===== config.mk =====
export PLATFORM = sky130hd
export DESIGN_NAME = oic_ctrl
export DESIGN_NICKNAME = d
export VERILOG_FILES = /design/src/oic_pkg.sv /design/src/oic_ctrl.sv /design/src/oic_clk_div.sv
export SDC_FILE = /design/constraint.sdc
export NUM_CORES = 1
export LEC_CHECK = 0
export BUFFER_PORTS_ARGS = -buffer_cell sky130_fd_sc_hd__buf_4
export CORE_ASPECT_RATIO = 0.7
export CORE_MARGIN = 2
export CORE_UTILIZATION = 30
export CTS_CLUSTER_DIAMETER = 80
export DETAILED_ROUTE_END_ITERATION = 6
export GPL_ROUTABILITY_DRIVEN = 0
export PLACE_DENSITY = 0.6
export SLEW_MARGIN = 40
export SYNTH_ARGS = -nofsm -noshare
export SYNTH_HDL_FRONTEND = slang
export SYNTH_SLANG_ARGS = --single-unit

===== constraint.sdc =====
create_clock -name clock -period 2.3 [get_ports clock]
set_clock_uncertainty 0.15 [all_clocks]
set_input_delay 0 -clock clock [delete_from_list [all_inputs] [get_ports clock]]
set_output_delay 0 -clock clock [all_outputs]
set_load 0.02 [all_outputs]

===== src/oic_pkg.sv =====
// internal oscillator control: shared constants, register map and carriers
// assumes one 125 MHz clock; the core drives the register port directly
`default_nettype none
package oic_pkg;

    // register port addresses
    localparam logic [7:0] OIC_ADDR_LF_CTRL  = 8'had;
    localparam logic [7:0] OIC_ADDR_HF_CTRL  = 8'hb7;
    localparam logic [7:0] OIC_ADDR_HF_TRIM  = 8'hbf;
    localparam logic [7:0] OIC_ADDR_SYS_SEL  = 8'h8f;

    // hf_osc_control field positions
    localparam int OIC_HF_EN_BIT      = 7;
    localparam int OIC_HF_RDY_BIT     = 6;
    localparam int OIC_HF_SUSP_BIT    = 5;
    localparam int OIC_DIV_MSB        = 1;
    // lf_osc_control and source select field positions
    localparam int OIC_LF_EN_BIT      = 7;
    localparam int OIC_LF_RDY_BIT     = 6;
    localparam int OIC_LF_TUNE_MSB    = 5;
    localparam int OIC_LF_TUNE_LSB    = 2;
    localparam int OIC_SEL_MSB        = 2;

    // reset values
    localparam logic [7:0] OIC_HF_CTRL_RESET = 8'hc0;
    localparam logic [1:0] OIC_DIV_RESET     = 2'h0;
    localparam logic [2:0] OIC_SEL_RESET     = 3'h0;

    // system clock source codes
    localparam logic [2:0] OIC_SRC_HF  = 3'h0;
    localparam logic [2:0] OIC_SRC_EXT = 3'h1;
    localparam logic [2:0] OIC_SRC_LF  = 3'h2;
    localparam logic [2:0] OIC_SRC_PLL = 3'h4;

    // settling times
    localparam int OIC_CLK_PERIOD_NS = 8;
    localparam int OIC_HF_SETTLE_NS  = 1000;
    localparam int OIC_LF_SETTLE_NS  = 20000;
    localparam int OIC_HF_SETTLE_CYC =
        (OIC_HF_SETTLE_NS + OIC_CLK_PERIOD_NS - 1) / OIC_CLK_PERIOD_NS;
    localparam int OIC_LF_SETTLE_CYC =
        (OIC_LF_SETTLE_NS + OIC_CLK_PERIOD_NS - 1) / OIC_CLK_PERIOD_NS;
    localparam int OIC_SETTLE_W      = 12;

    typedef enum logic [1:0] {
        OIC_HF_OFF,
        OIC_HF_SETTLE,
        OIC_HF_RUN,
        OIC_HF_SUSPENDED
    } oic_hf_state_t;

    typedef struct packed {
        logic       wr;
        logic       rd;
        logic [7:0] addr;
        logic [7:0] wdata;
    } oic_sfr_req_t;

    typedef struct packed {
        logic [2:0] port_match;
        logic [1:0] cmp_enable;
        logic [1:0] cmp_out;
    } oic_wake_t;

endpackage
`default_nettype wire


===== src/oic_ctrl.sv =====
// internal oscillator control: registers, suspend, ready flags, source mux
// assumes oscillator outputs arrive as levels synchronous to clock
`timescale 1ns/1ns
`default_nettype none
// Operation
// - reset selects high-frequency oscillator as clock
// - 8-bit trim register, factory reset value
// - hf divider 00/01/10/11 is 8/4/2/1
// - suspend bit 5 stops hf oscillator, and the core when hf is the selected source
// - port 0-2 match or low comparator wakes
// - wake restarts oscillator, core and peripherals
// - core resumes after the suspending write
// - hf enable bit 7, enabled at reset
// - bit 6 ready only at programmed frequency
// - reserved bits 4:2 read zero, written zero
// - lf divider 00/01/10/11 is 8/4/2/1
// - lf fine tune bits 5:2, zero fastest
// - lf enable bit 7 off, ready bit 6
// - lf falling captures timer 2, rising timer 3
// - capture copies timer count into reload pair
// - clock from external, either internal, or pll
// - selector 000 hf, 001 ext, 010 lf, 100 pll
module oic_ctrl
    import oic_pkg::*;
#(
    parameter logic [7:0] HF_TRIM_RESET = 8'h80,
    parameter logic [3:0] LF_TUNE_RESET = 4'h8
) (
    // clock and reset
    input  wire logic         clock,
    input  wire logic         resetn,
    // register port
    input  wire oic_sfr_req_t sfr_req,
    output var  logic [7:0]   sfr_rdata,
    // oscillator sources
    input  wire logic         hf_osc_in,
    input  wire logic         lf_osc_in,
    input  wire logic         ext_osc_in,
    input  wire logic         pll_clk_in,
    // oscillator controls
    output var  logic         hf_osc_run,
    output var  logic [7:0]   hf_trim_out,
    output var  logic         lf_osc_run,
    output var  logic [3:0]   lf_fine_tune,
    // wake events
    input  wire oic_wake_t    wake,
    // timer capture
    input  wire logic         timer2_lf_capture,
    input  wire logic         timer3_lf_capture,
    input  wire logic [15:0]  timer2_count,
    input  wire logic [15:0]  timer3_count,
    output var  logic         timer2_capture,
    output var  logic         timer3_capture,
    output var  logic [15:0]  timer2_reload,
    output var  logic [15:0]  timer3_reload,
    // system clock
    output var  logic         system_clock,
    output var  logic         core_clock_enable
);
    oic_hf_state_t hf_state_reg, hf_state_next;
    logic [OIC_SETTLE_W-1:0] hf_cnt_reg, hf_cnt_next;
    logic [OIC_SETTLE_W-1:0] lf_cnt_reg, lf_cnt_next;
    logic        hf_en_reg, hf_en_next;
    logic [1:0]  hf_div_reg, hf_div_next;
    logic [7:0]  trim_reg, trim_next;
    logic        lf_en_reg, lf_en_next;
    logic        lf_rdy_reg, lf_rdy_next;
    logic [3:0]  tune_reg, tune_next;
    logic [1:0]  lf_div_reg, lf_div_next;
    logic [2:0]  sel_reg, sel_next;
    logic [7:0]  rdata_reg, rdata_next;
    logic        system_clock_reg, system_clock_next;
    logic        core_en_reg, core_en_next;
    logic        lf_prev_reg, lf_prev_next;
    logic        cap2_reg, cap2_next;
    logic        cap3_reg, cap3_next;
    logic [15:0] rl2_reg, rl2_next;
    logic [15:0] rl3_reg, rl3_next;
    logic        hf_run_reg, hf_run_next;
    logic        wr_hf, wr_lf, wr_trim, wr_sel;
    logic        wake_any, hf_rdy;
    logic        hf_scaled, lf_scaled;

    assign wr_hf    = sfr_req.wr && sfr_req.addr == OIC_ADDR_HF_CTRL;
    assign wr_lf    = sfr_req.wr && sfr_req.addr == OIC_ADDR_LF_CTRL;
    assign wr_trim  = sfr_req.wr && sfr_req.addr == OIC_ADDR_HF_TRIM;
    assign wr_sel   = sfr_req.wr && sfr_req.addr == OIC_ADDR_SYS_SEL;
    assign wake_any = |wake.port_match ||
                      |(wake.cmp_enable & ~wake.cmp_out);
    assign hf_rdy   = hf_state_reg == OIC_HF_RUN;

    // post-scalers; they hold while their oscillator is stopped
    oic_clk_div u_hf_div (
        .clock   (clock),
        .resetn  (resetn),
        .src     (hf_osc_in && hf_run_reg),
        .sel     (hf_div_reg),
        .div_out (hf_scaled)
    );

    oic_clk_div u_lf_div (
        .clock   (clock),
        .resetn  (resetn),
        .src     (lf_osc_in && lf_en_reg),
        .sel     (lf_div_reg),
        .div_out (lf_scaled)
    );

    // high-frequency oscillator: enable, suspend and settling
    always_comb begin
        hf_en_next    = wr_hf ? sfr_req.wdata[OIC_HF_EN_BIT]
                              : hf_en_reg;
        hf_div_next   = wr_hf ? sfr_req.wdata[OIC_DIV_MSB:0] : hf_div_reg;
        trim_next     = wr_trim ? sfr_req.wdata : trim_reg;
        hf_state_next = hf_state_reg;
        hf_cnt_next   = hf_cnt_reg;
        case (hf_state_reg)
            OIC_HF_OFF: begin
                if (hf_en_reg) begin
                    hf_state_next = OIC_HF_SETTLE;
                    hf_cnt_next   = '0;
                end
            end
            OIC_HF_SETTLE, OIC_HF_RUN: begin
                if (hf_state_reg == OIC_HF_SETTLE) begin
                    hf_cnt_next = hf_cnt_reg + 1'b1;
                    if (hf_cnt_reg ==
                        OIC_SETTLE_W'(OIC_HF_SETTLE_CYC - 1)) begin
                        hf_state_next = OIC_HF_RUN;
                    end
                end
                // a new trim or ratio is not ready until it settles
                if (wr_trim || (wr_hf && hf_div_next != hf_div_reg)) begin
                    hf_state_next = OIC_HF_SETTLE;
                    hf_cnt_next   = '0;
                end
                // wake in the same cycle wins so a pulse is never lost
                if (wr_hf && sfr_req.wdata[OIC_HF_SUSP_BIT] && !wake_any) begin
                    hf_state_next = OIC_HF_SUSPENDED;
                end
                if (!hf_en_reg) begin
                    hf_state_next = OIC_HF_OFF;
                end
            end
            OIC_HF_SUSPENDED: begin
                if (wake_any) begin
                    hf_state_next = OIC_HF_SETTLE;
                    hf_cnt_next   = '0;
                end
            end
            default: begin
                hf_state_next = OIC_HF_OFF;
            end
        endcase
        hf_run_next = hf_en_reg && hf_state_next != OIC_HF_SUSPENDED;
    end

    always_ff @(posedge clock) begin
        if (!resetn) begin
            hf_state_reg <= OIC_HF_OFF;
            hf_cnt_reg   <= '0;
            hf_en_reg    <= OIC_HF_CTRL_RESET[OIC_HF_EN_BIT];
            hf_div_reg   <= OIC_DIV_RESET;
            trim_reg     <= HF_TRIM_RESET;
            hf_run_reg   <= 1'b0;
        end else begin
            hf_state_reg <= hf_state_next;
            hf_cnt_reg   <= hf_cnt_next;
            hf_en_reg    <= hf_en_next;
            hf_div_reg   <= hf_div_next;
            trim_reg     <= trim_next;
            hf_run_reg   <= hf_run_next;
        end
    end

    // low-frequency oscillator and timer capture
    always_comb begin
        lf_en_next   = wr_lf ? sfr_req.wdata[OIC_LF_EN_BIT]
                             : lf_en_reg;
        tune_next    = wr_lf ? sfr_req.wdata[OIC_LF_TUNE_MSB:OIC_LF_TUNE_LSB]
                             : tune_reg;
        lf_div_next  = wr_lf ? sfr_req.wdata[OIC_DIV_MSB:0] : lf_div_reg;
        lf_cnt_next  = lf_cnt_reg;
        lf_rdy_next  = lf_rdy_reg;
        if (!lf_en_reg || (wr_lf && tune_next != tune_reg)) begin
            lf_cnt_next = '0;
            lf_rdy_next = 1'b0;
        end else if (!lf_rdy_reg) begin
            lf_cnt_next = lf_cnt_reg + 1'b1;
            lf_rdy_next = lf_cnt_reg ==
                          OIC_SETTLE_W'(OIC_LF_SETTLE_CYC - 1);
        end
        lf_prev_next = lf_scaled;
        cap2_next    = timer2_lf_capture && lf_prev_reg && !lf_scaled;
        cap3_next    = timer3_lf_capture && !lf_prev_reg && lf_scaled;
        rl2_next     = cap2_next ? timer2_count : rl2_reg;
        rl3_next     = cap3_next ? timer3_count : rl3_reg;
    end

    always_ff @(posedge clock) begin
        if (!resetn) begin
            lf_en_reg   <= 1'b0;
            lf_rdy_reg  <= 1'b0;
            lf_cnt_reg  <= '0;
            tune_reg    <= LF_TUNE_RESET;
            lf_div_reg  <= OIC_DIV_RESET;
            lf_prev_reg <= 1'b0;
            cap2_reg    <= 1'b0;
            cap3_reg    <= 1'b0;
            rl2_reg     <= 16'h0000;
            rl3_reg     <= 16'h0000;
        end else begin
            lf_en_reg   <= lf_en_next;
            lf_rdy_reg  <= lf_rdy_next;
            lf_cnt_reg  <= lf_cnt_next;
            tune_reg    <= tune_next;
            lf_div_reg  <= lf_div_next;
            lf_prev_reg <= lf_prev_next;
            cap2_reg    <= cap2_next;
            cap3_reg    <= cap3_next;
            rl2_reg     <= rl2_next;
            rl3_reg     <= rl3_next;
        end
    end

    // source select, system clock and register reads
    always_comb begin
        sel_next = sel_reg;
        // reserved codes are refused so the clock never loses its source
        if (wr_sel) begin
            case (sfr_req.wdata[OIC_SEL_MSB:0])
                OIC_SRC_HF, OIC_SRC_EXT, OIC_SRC_LF, OIC_SRC_PLL: begin
                    sel_next = sfr_req.wdata[OIC_SEL_MSB:0];
                end
                default: begin
                    sel_next = sel_reg;
                end
            endcase
        end
        case (sel_reg)
            OIC_SRC_EXT: system_clock_next = ext_osc_in;
            OIC_SRC_LF:  system_clock_next = lf_scaled;
            OIC_SRC_PLL: system_clock_next = pll_clk_in;
            default:     system_clock_next = hf_scaled;
        endcase
        // core stalls while suspended with hf selected and resumes at the next instruction
        core_en_next = !(sel_reg == OIC_SRC_HF && !hf_run_reg);
        rdata_next   = 8'h00;
        if (sfr_req.rd) begin
            case (sfr_req.addr)
                OIC_ADDR_HF_CTRL: rdata_next = {hf_en_reg, hf_rdy,
                    hf_state_reg == OIC_HF_SUSPENDED, 3'h0, hf_div_reg};
                OIC_ADDR_LF_CTRL: rdata_next = {lf_en_reg, lf_rdy_reg,
                    tune_reg, lf_div_reg};
                OIC_ADDR_HF_TRIM: rdata_next = trim_reg;
                OIC_ADDR_SYS_SEL: rdata_next = {5'h00, sel_reg};
                default:          rdata_next = 8'h00;
            endcase
        end
    end

    always_ff @(posedge clock) begin
        if (!resetn) begin
            sel_reg     <= OIC_SEL_RESET;
            system_clock_reg  <= 1'b0;
            core_en_reg <= 1'b1;
            rdata_reg   <= 8'h00;
        end else begin
            sel_reg     <= sel_next;
            system_clock_reg  <= system_clock_next;
            core_en_reg <= core_en_next;
            rdata_reg   <= rdata_next;
        end
    end

    assign sfr_rdata         = rdata_reg;
    assign hf_osc_run        = hf_run_reg;
    assign hf_trim_out       = trim_reg;
    assign lf_osc_run        = lf_en_reg;
    assign lf_fine_tune      = tune_reg;
    assign timer2_capture    = cap2_reg;
    assign timer3_capture    = cap3_reg;
    assign timer2_reload     = rl2_reg;
    assign timer3_reload     = rl3_reg;
    assign system_clock      = system_clock_reg;
    assign core_clock_enable = core_en_reg;
endmodule // oic_ctrl
`default_nettype wire


===== src/oic_clk_div.sv =====
// internal oscillator control: glitch-free post-scaler for a sampled clock
// assumes src is a level sampled on clock, much slower than clock
`timescale 1ns/1ns
`default_nettype none
module oic_clk_div
    import oic_pkg::*;
(
    // clock and reset
    input  wire logic       clock,
    input  wire logic       resetn,
    // source and ratio
    input  wire logic       src,
    input  wire logic [1:0] sel,
    // divided level
    output var  logic       div_out
);
    logic       src_prev_reg, src_prev_next;
    logic       out_reg, out_next;
    logic [2:0] cnt_reg, cnt_next;
    logic [1:0] ratio_reg, ratio_next;
    logic [2:0] half_last;

    // 00 -> 8, 01 -> 4, 10 -> 2, 11 -> 1; one half period = ratio src edges
    always_comb begin
        half_last     = 3'((4'h8 >> ratio_reg) - 4'h1);
        src_prev_next = src;
        out_next      = out_reg;
        cnt_next      = cnt_reg;
        ratio_next    = ratio_reg;
        if (src != src_prev_reg) begin
            if (cnt_reg == half_last) begin
                cnt_next = 3'h0;
                out_next = !out_reg;
                // ratio only changes at a full period boundary
                if (!out_reg) begin
                    ratio_next = sel;
                end
            end else begin
                cnt_next = cnt_reg + 3'h1;
            end
        end
    end

    always_ff @(posedge clock) begin
        if (!resetn) begin
            src_prev_reg <= 1'b0;
            out_reg      <= 1'b0;
            cnt_reg      <= 3'h0;
            ratio_reg    <= OIC_DIV_RESET;
        end else begin
            src_prev_reg <= src_prev_next;
            out_reg      <= out_next;
            cnt_reg      <= cnt_next;
            ratio_reg    <= ratio_next;
        end
    end

    assign div_out = out_reg;
endmodule // oic_clk_div
`default_nettype wire


==> results of run 1 <==
## stage by stage
stage	setup WS, ns	std cells	util	hold WS, ns
after floorplan	0.368	538	-	-0.0249
after global placement	0.267	847	0.383	0.0935
after detailed placement	0.132	847	0.383	0.102
after CTS	0.0566	917	0.435	0.00206
after global routing	0.00206	918	0.437	0.0387
final	0.109	918	0.437	0.0185
## cell families (layout without fill, tap and decap cells)
family,count (synthesis),count (layout),synth area share
other,0,1,0
AND/OR/NAND/NOR,232,232,0.241
multiplexers,23,23,0.0489
XOR/XNOR,27,27,0.0489
AO/OA/AOI/OAI,106,106,0.162
flip-flops,108,108,0.447
buffers and inverters,32,211,0.0261
adder cells (fa/ha/maj),10,10,0.0259
## layout make-up
cell class | instances | area (sq um)
fill | 1491 | 8800
multi-input combinational | 398 | 2570
sequential | 108 | 2160
timing repair buffer | 188 | 1550
tap | 200 | 250
clock buffer | 14 | 244
clock inverter | 2 | 35.0
inverter | 7 | 26.3
antenna | 1 | 2.50
## tightest hold or removal path, delay by kind of cell
family	cells	cell delay (ns)
buffers and inverters	1	0.14
AOI/OAI and AO/OA	1	0.06
and+or+nand+nor	3	0.26
## power by group
group	switching, mW	internal (mW)	total [mW]
clock network	0.663	0.846	1.51
logic	0.347	0.325	0.671
registers	0.0364	1.90	1.94
total	1.05	3.07	4.12
## timing repair
| action | in CTS | in global routing |
|---|---|---|
| buffers inserted | 0 | 0 |
| hold buffers | 54 | 0 |
| endpoints found under the setup margin | 0 | 7 |
| endpoints found under the hold margin | 65 | 0 |
| gates resized for setup | 0 | 5 |
## layout by cell type, fill, tap and decap left out, types with 4 or more instances in the layout
cell type	count
a21boi_0	38
a21oi_1	16
and2_1	6
buf_4	134
clkbuf_1	5
clkbuf_16	9
dfxtp_1	108
dlygate4sd3_1	54
ha_1	10
inv_1	7
mux2_2	5
mux2i_1	18
nand2_1	101
nand2b_1	7
nand3_1	19
nand4_1	5
nor2_1	38
nor2b_1	18
nor3_1	5
nor4_1	4
o21ai_0	11
o31ai_1	7
or4_1	5
xnor2_1	10
xor2_1	17
## path summary, 6_finish.rpt
kind / endpoint / slack (ns) / cells past startpoint
worst min register to register: timer3_reload[15]$_SDFFE_PN0P_ / 0.31 / 2
worst max-delay path: hf_cnt_reg[9]$_SDFFE_PN0P_ / 0.11 / 5
worst max register to register: hf_cnt_reg[9]$_SDFFE_PN0P_ / 0.11 / 5
worst min-delay path: hf_state_reg[0]$_SDFF_PN0_ / 0.02 / 5
## per-layer routing
layer / global-route usage / vias up / wire length (um)
met1: 0.195 / 2041 / 6100
met3: 0.0313 / 19 / 516
met4: 0.0472 / 0 / 235
li1: - / 2214 / -
met2: 0.258 / 91 / 6120
met5: 0 / - / 0
==> out/qor.csv, run 1 <==
metric;value;unit
Setup Viol. Count Final;0;
Worst-Margin Slew;0.632;ns
Finished Cell Area;6840;sq um
GRT Total Usage;0.151;
Leak;2.66;nW
CP cell instances;ha_1 -> nand4bb_1 -> nand2_1 -> or4_1 -> a21oi_1;
R2R Path Start;hf_state_reg[0]$_SDFF_PN0_;
Initial Utilization;0.309;
Rows;38;
Final min period;2.19;ns
final hold vios;0;
final setup TNS;0;ns
Tot Pwr;4.12;mW
initial drt markers;182;
Critical Path Max Stage Delay;0.58;ns
CP max FO;11;
Largest delay share family, worst path;simple AND/OR/NAND/NOR gates;
Root Driver;clkbuf_16;
via-per-instance ratio;4.75;
area leader, netlist;dfxtp_1;
post-synth cell types;61;
Max Transition Viols Final;0;
Die X;156;um
top-count cell post-synth;dfxtp_1;
port bufs;122;
Core Area;15600;sq um
Seq/Total Area, Yosys;0.447;
global route total overflow;0;
CP Launch Type;flip-flop;
top cells by count, synth;108 x dfxtp_1, 101 x nand2_1, 38 x a21boi_0, 38 x nor2_1, 22 x clkbuf_1;
Placed Instance Area;5990;sq um
Final #Nets;787;
final antenna-violating net count;0;
CP arrival;2.31;ns
clock slew at reported path FFs;0.07;ns
layout cells sized above 1;0.232;
Req. time, crit path;2.42;ns
area grow syn2layout;41.5;%
Max VDD drop;0.287;mV
top post-synthesis cells by area;dfxtp_1 45%, nand2_1 7.8%, a21boi_0 5.9%;
Crit. Startpoint;hf_state_reg[0]$_SDFF_PN0_;
Synth Cell Area;4830;sq um
largest net degree at the start of global routing;57;
Peak Freq;0.456;GHz
DRC viols;0;
Relative slew margins;0.577;
crit path kind;flip-flop to flip-flop;
DR WL/cell;14.1;um
asr flop ratio synth;0;
Max Cap Viol;0;
Synthesis Warnings;0;
Mean Syn Cell Area;8.98;sq um
Critical path buffers and inverters;0;
CTS Buffer Depth;2;
Main synth FF type;dfxtp_1;
CP endpoint kind;flip-flop;
global-route wire length before repair;20.8;mm
worst-skew pair later-pin latency;0.35;ns
boundary pin count;123;
Hold Crit Class;input pin to flip-flop;
detailed placement HPWL;9.24;mm
final WL;13.0;mm
via count;4365;
Syn Inst Count;538;
Synth top area share;0.447;
Syn Nets;613;
total CTS buffers;9;
HP Start;sfr_req[9];
slowest cell on the critical path;or4_1;
vias in the first global route;4227;
die area;17200;sq um
First-pass DRT Iterations;4;
CTS tree;done;
Post-synth EDFFs;0;
number of antenna violations at the first check in global routing;1;
unrepaired setup endpoints after global routing;false;
outcome;completed;
Pwr Density;602;nW/um^2
final period utilization;0.953;
CTS sink cnt;108;
Seq cells post-synth;108;
H-tree level count;3;
Die H;110;um
Power figures use the tool's default switching activity.
==> run 2: changes to the inputs <==
- BUFFER_PORTS_ARGS: -buffer_cell sky130_fd_sc_hd__buf_4 -> -buffer_cell sky130_fd_sc_hd__buf_2
==> run 2 against run 1 <==
  * Maximum frequency grew 1.3%
  * Worst hold slack gained 0.013 ns
  * Non-clock buffer count grew 5
  * Sequential cell count is the same
  * Critical path type unchanged
  * Worst setup slack gained 0.028 ns
  * Utilization shrank 1.3 points
  * Count of clock-buffer cells in the layout shrank 4
  * Sequential share of layout area grew 0.97 points
  * Critical path depth is the same
==> out/qor.csv, run 2 (synthesis gave the netlist of run 1 again) <==
metric;value;unit
outcome;completed;
Placed Instance Area;5730;sq um
Place WS;0.113;ns
Crit. Startpoint;hf_state_reg[0]$_SDFF_PN0_;
Die H;110;um
r2r endpoint;hf_cnt_reg[10]$_SDFFE_PN0P_;
CP max FO;11;
Worst-Margin Slew;0.655;ns
CP endpoint kind;flip-flop;
final WL;13.4;mm
worst r2r path cells;5;
number of antenna violations at the first check in global routing;1;
crit path kind;flip-flop to flip-flop;
CP Launch Type;flip-flop;
largest net degree at the start of global routing;52;
initial drt markers;336;
most common cell after layout, fill and taps aside;buf_2;
vias in the first global route;4344;
worst-skew pair later-pin latency;0.35;ns
GRT Total Usage;0.159;
R2R Path Start;hf_state_reg[0]$_SDFF_PN0_;
Initial Utilization;0.309;
First-pass DRT Iterations;5;
detailed placement HPWL;9.37;mm
CTS sink cnt;108;
final hold vios;0;
Root Driver;clkbuf_16;
layout cells sized above 1;0.242;
Final #Nets;792;
final antenna-violating net count;0;
Final min period;2.16;ns
clock slew at reported path FFs;0.07;ns
Setup Viol. Count Final;0;
most frequent cells in the layout;122 x buf_2, 108 x dfxtp_1, 101 x nand2_1, 55 x dlygate4sd3_1;
Pwr Density;645;nW/um^2
DRC viols;0;
DR WL/cell;14.5;um
H-tree level count;3;
Finished Cell Area;6640;sq um
CTS tree;done;
final cell count without fillers;923;
global route total overflow;0;
Max Transition Viols Final;0;
final period utilization;0.940;
boundary pin count;123;
Max Cap Viol;0;
CTS Buffer Depth;2;
global-route wire length before repair;21.6;mm
Die X;156;um
total CTS buffers;9;
Relative slew margins;0.562;
via count;4476;
placed cell count;851;
worst hold slack;0.0311;ns
Peak Freq;0.462;GHz
CP endpoint;hf_cnt_reg[10]$_SDFFE_PN0P_;
port bufs;122;
Leak;2.65;nW
die area;17200;sq um
Hold Crit Class;input pin to flip-flop;
CP arrival;2.30;ns
Core Area;15600;sq um
area grow syn2layout;37.3;%
Req. time, crit path;2.44;ns
via-per-instance ratio;4.85;
post-CTS setup buffer count;0;
fin worst setup slack;0.137;ns
r2r setup slk;0.14;ns
Rows;38;
Max VDD drop;0.330;mV
run 2: critical path, stage by stage (launching register included):
cell and delay [ns]:
dfxtp_1 0.36, ha_1 0.31, nand4bb_1 0.28, nand2_1 0.27, or4_1 0.57, a21oi_1 0.15
run 2: worst min-delay path by stage:
| stage | from | endpoint | slack [ns] | depth (start not counted) |
|---|---|---|---|---|
| 2_1_floorplan | sfr_req[7] | hf_trim_out[7]$_SDFFE_PN1P_ | -0.02 | 2 |
| 3_3_place_gp | timer3_count[14] | timer3_reload[14]$_SDFFE_PN0P_ | 0.1 | 3 |
| 3_5_place_dp | hf_osc_in | u_hf_div.src_prev_reg$_SDFF_PN0_ | 0.10 | 2 |
| 4_1_cts | sfr_req[11] | sfr_rdata[3]$_SDFF_PN0_ | 0.02 | 4 |
| 5_1_grt | sfr_req[9] | hf_state_reg[0]$_SDFF_PN0_ | 0.08 | 5 |
| 6_report | sfr_req[11] | sfr_rdata[3]$_SDFF_PN0_ | 0.03 | 4 |
run 2: cell type report:
class / count / area (sq um)
tap: 200 / 250
sequential: 108 / 2160
multi-input combinational: 398 / 2570
clock inverter: 6 / 86.3
antenna: 1 / 2.50
fill: 1523 / 9010
clock buffer: 10 / 239
timing repair buffer: 193 / 1300
inverter: 7 / 26.3
run 2: metrics by stage:
step	total power [mW]	utilization	setup TNS (ns)
after floorplan	2.35	-	0
after global placement	2.51	0.366	0
after detailed placement	2.53	0.366	0
after CTS	4.32	0.422	0
after global routing	4.48	0.424	-0.0175
final	4.28	0.424	0
run 2: what timing repair did:
item,CTS,global route
endpoints found under the setup margin,0,6
resized for setup,0,6
hold buffers,55,0
hold endpoints to repair,66,0
run 2: power by group:
part	leakage [nW]	switching (mW)	total, mW	internal, mW
clock network	0.159	0.716	1.70	0.985
logic	1.62	0.344	0.641	0.298
registers	0.871	0.0368	1.94	1.90
total	2.65	1.10	4.28	3.18
run 2: metal layers:
metal	track usage	wire, um	vias to the layer above
met5	0	0	-
li1	-	-	2228
met4	0.0590	240	0
met2	0.257	6380	112
met1	0.205	6150	2117
met3	0.0450	641	19
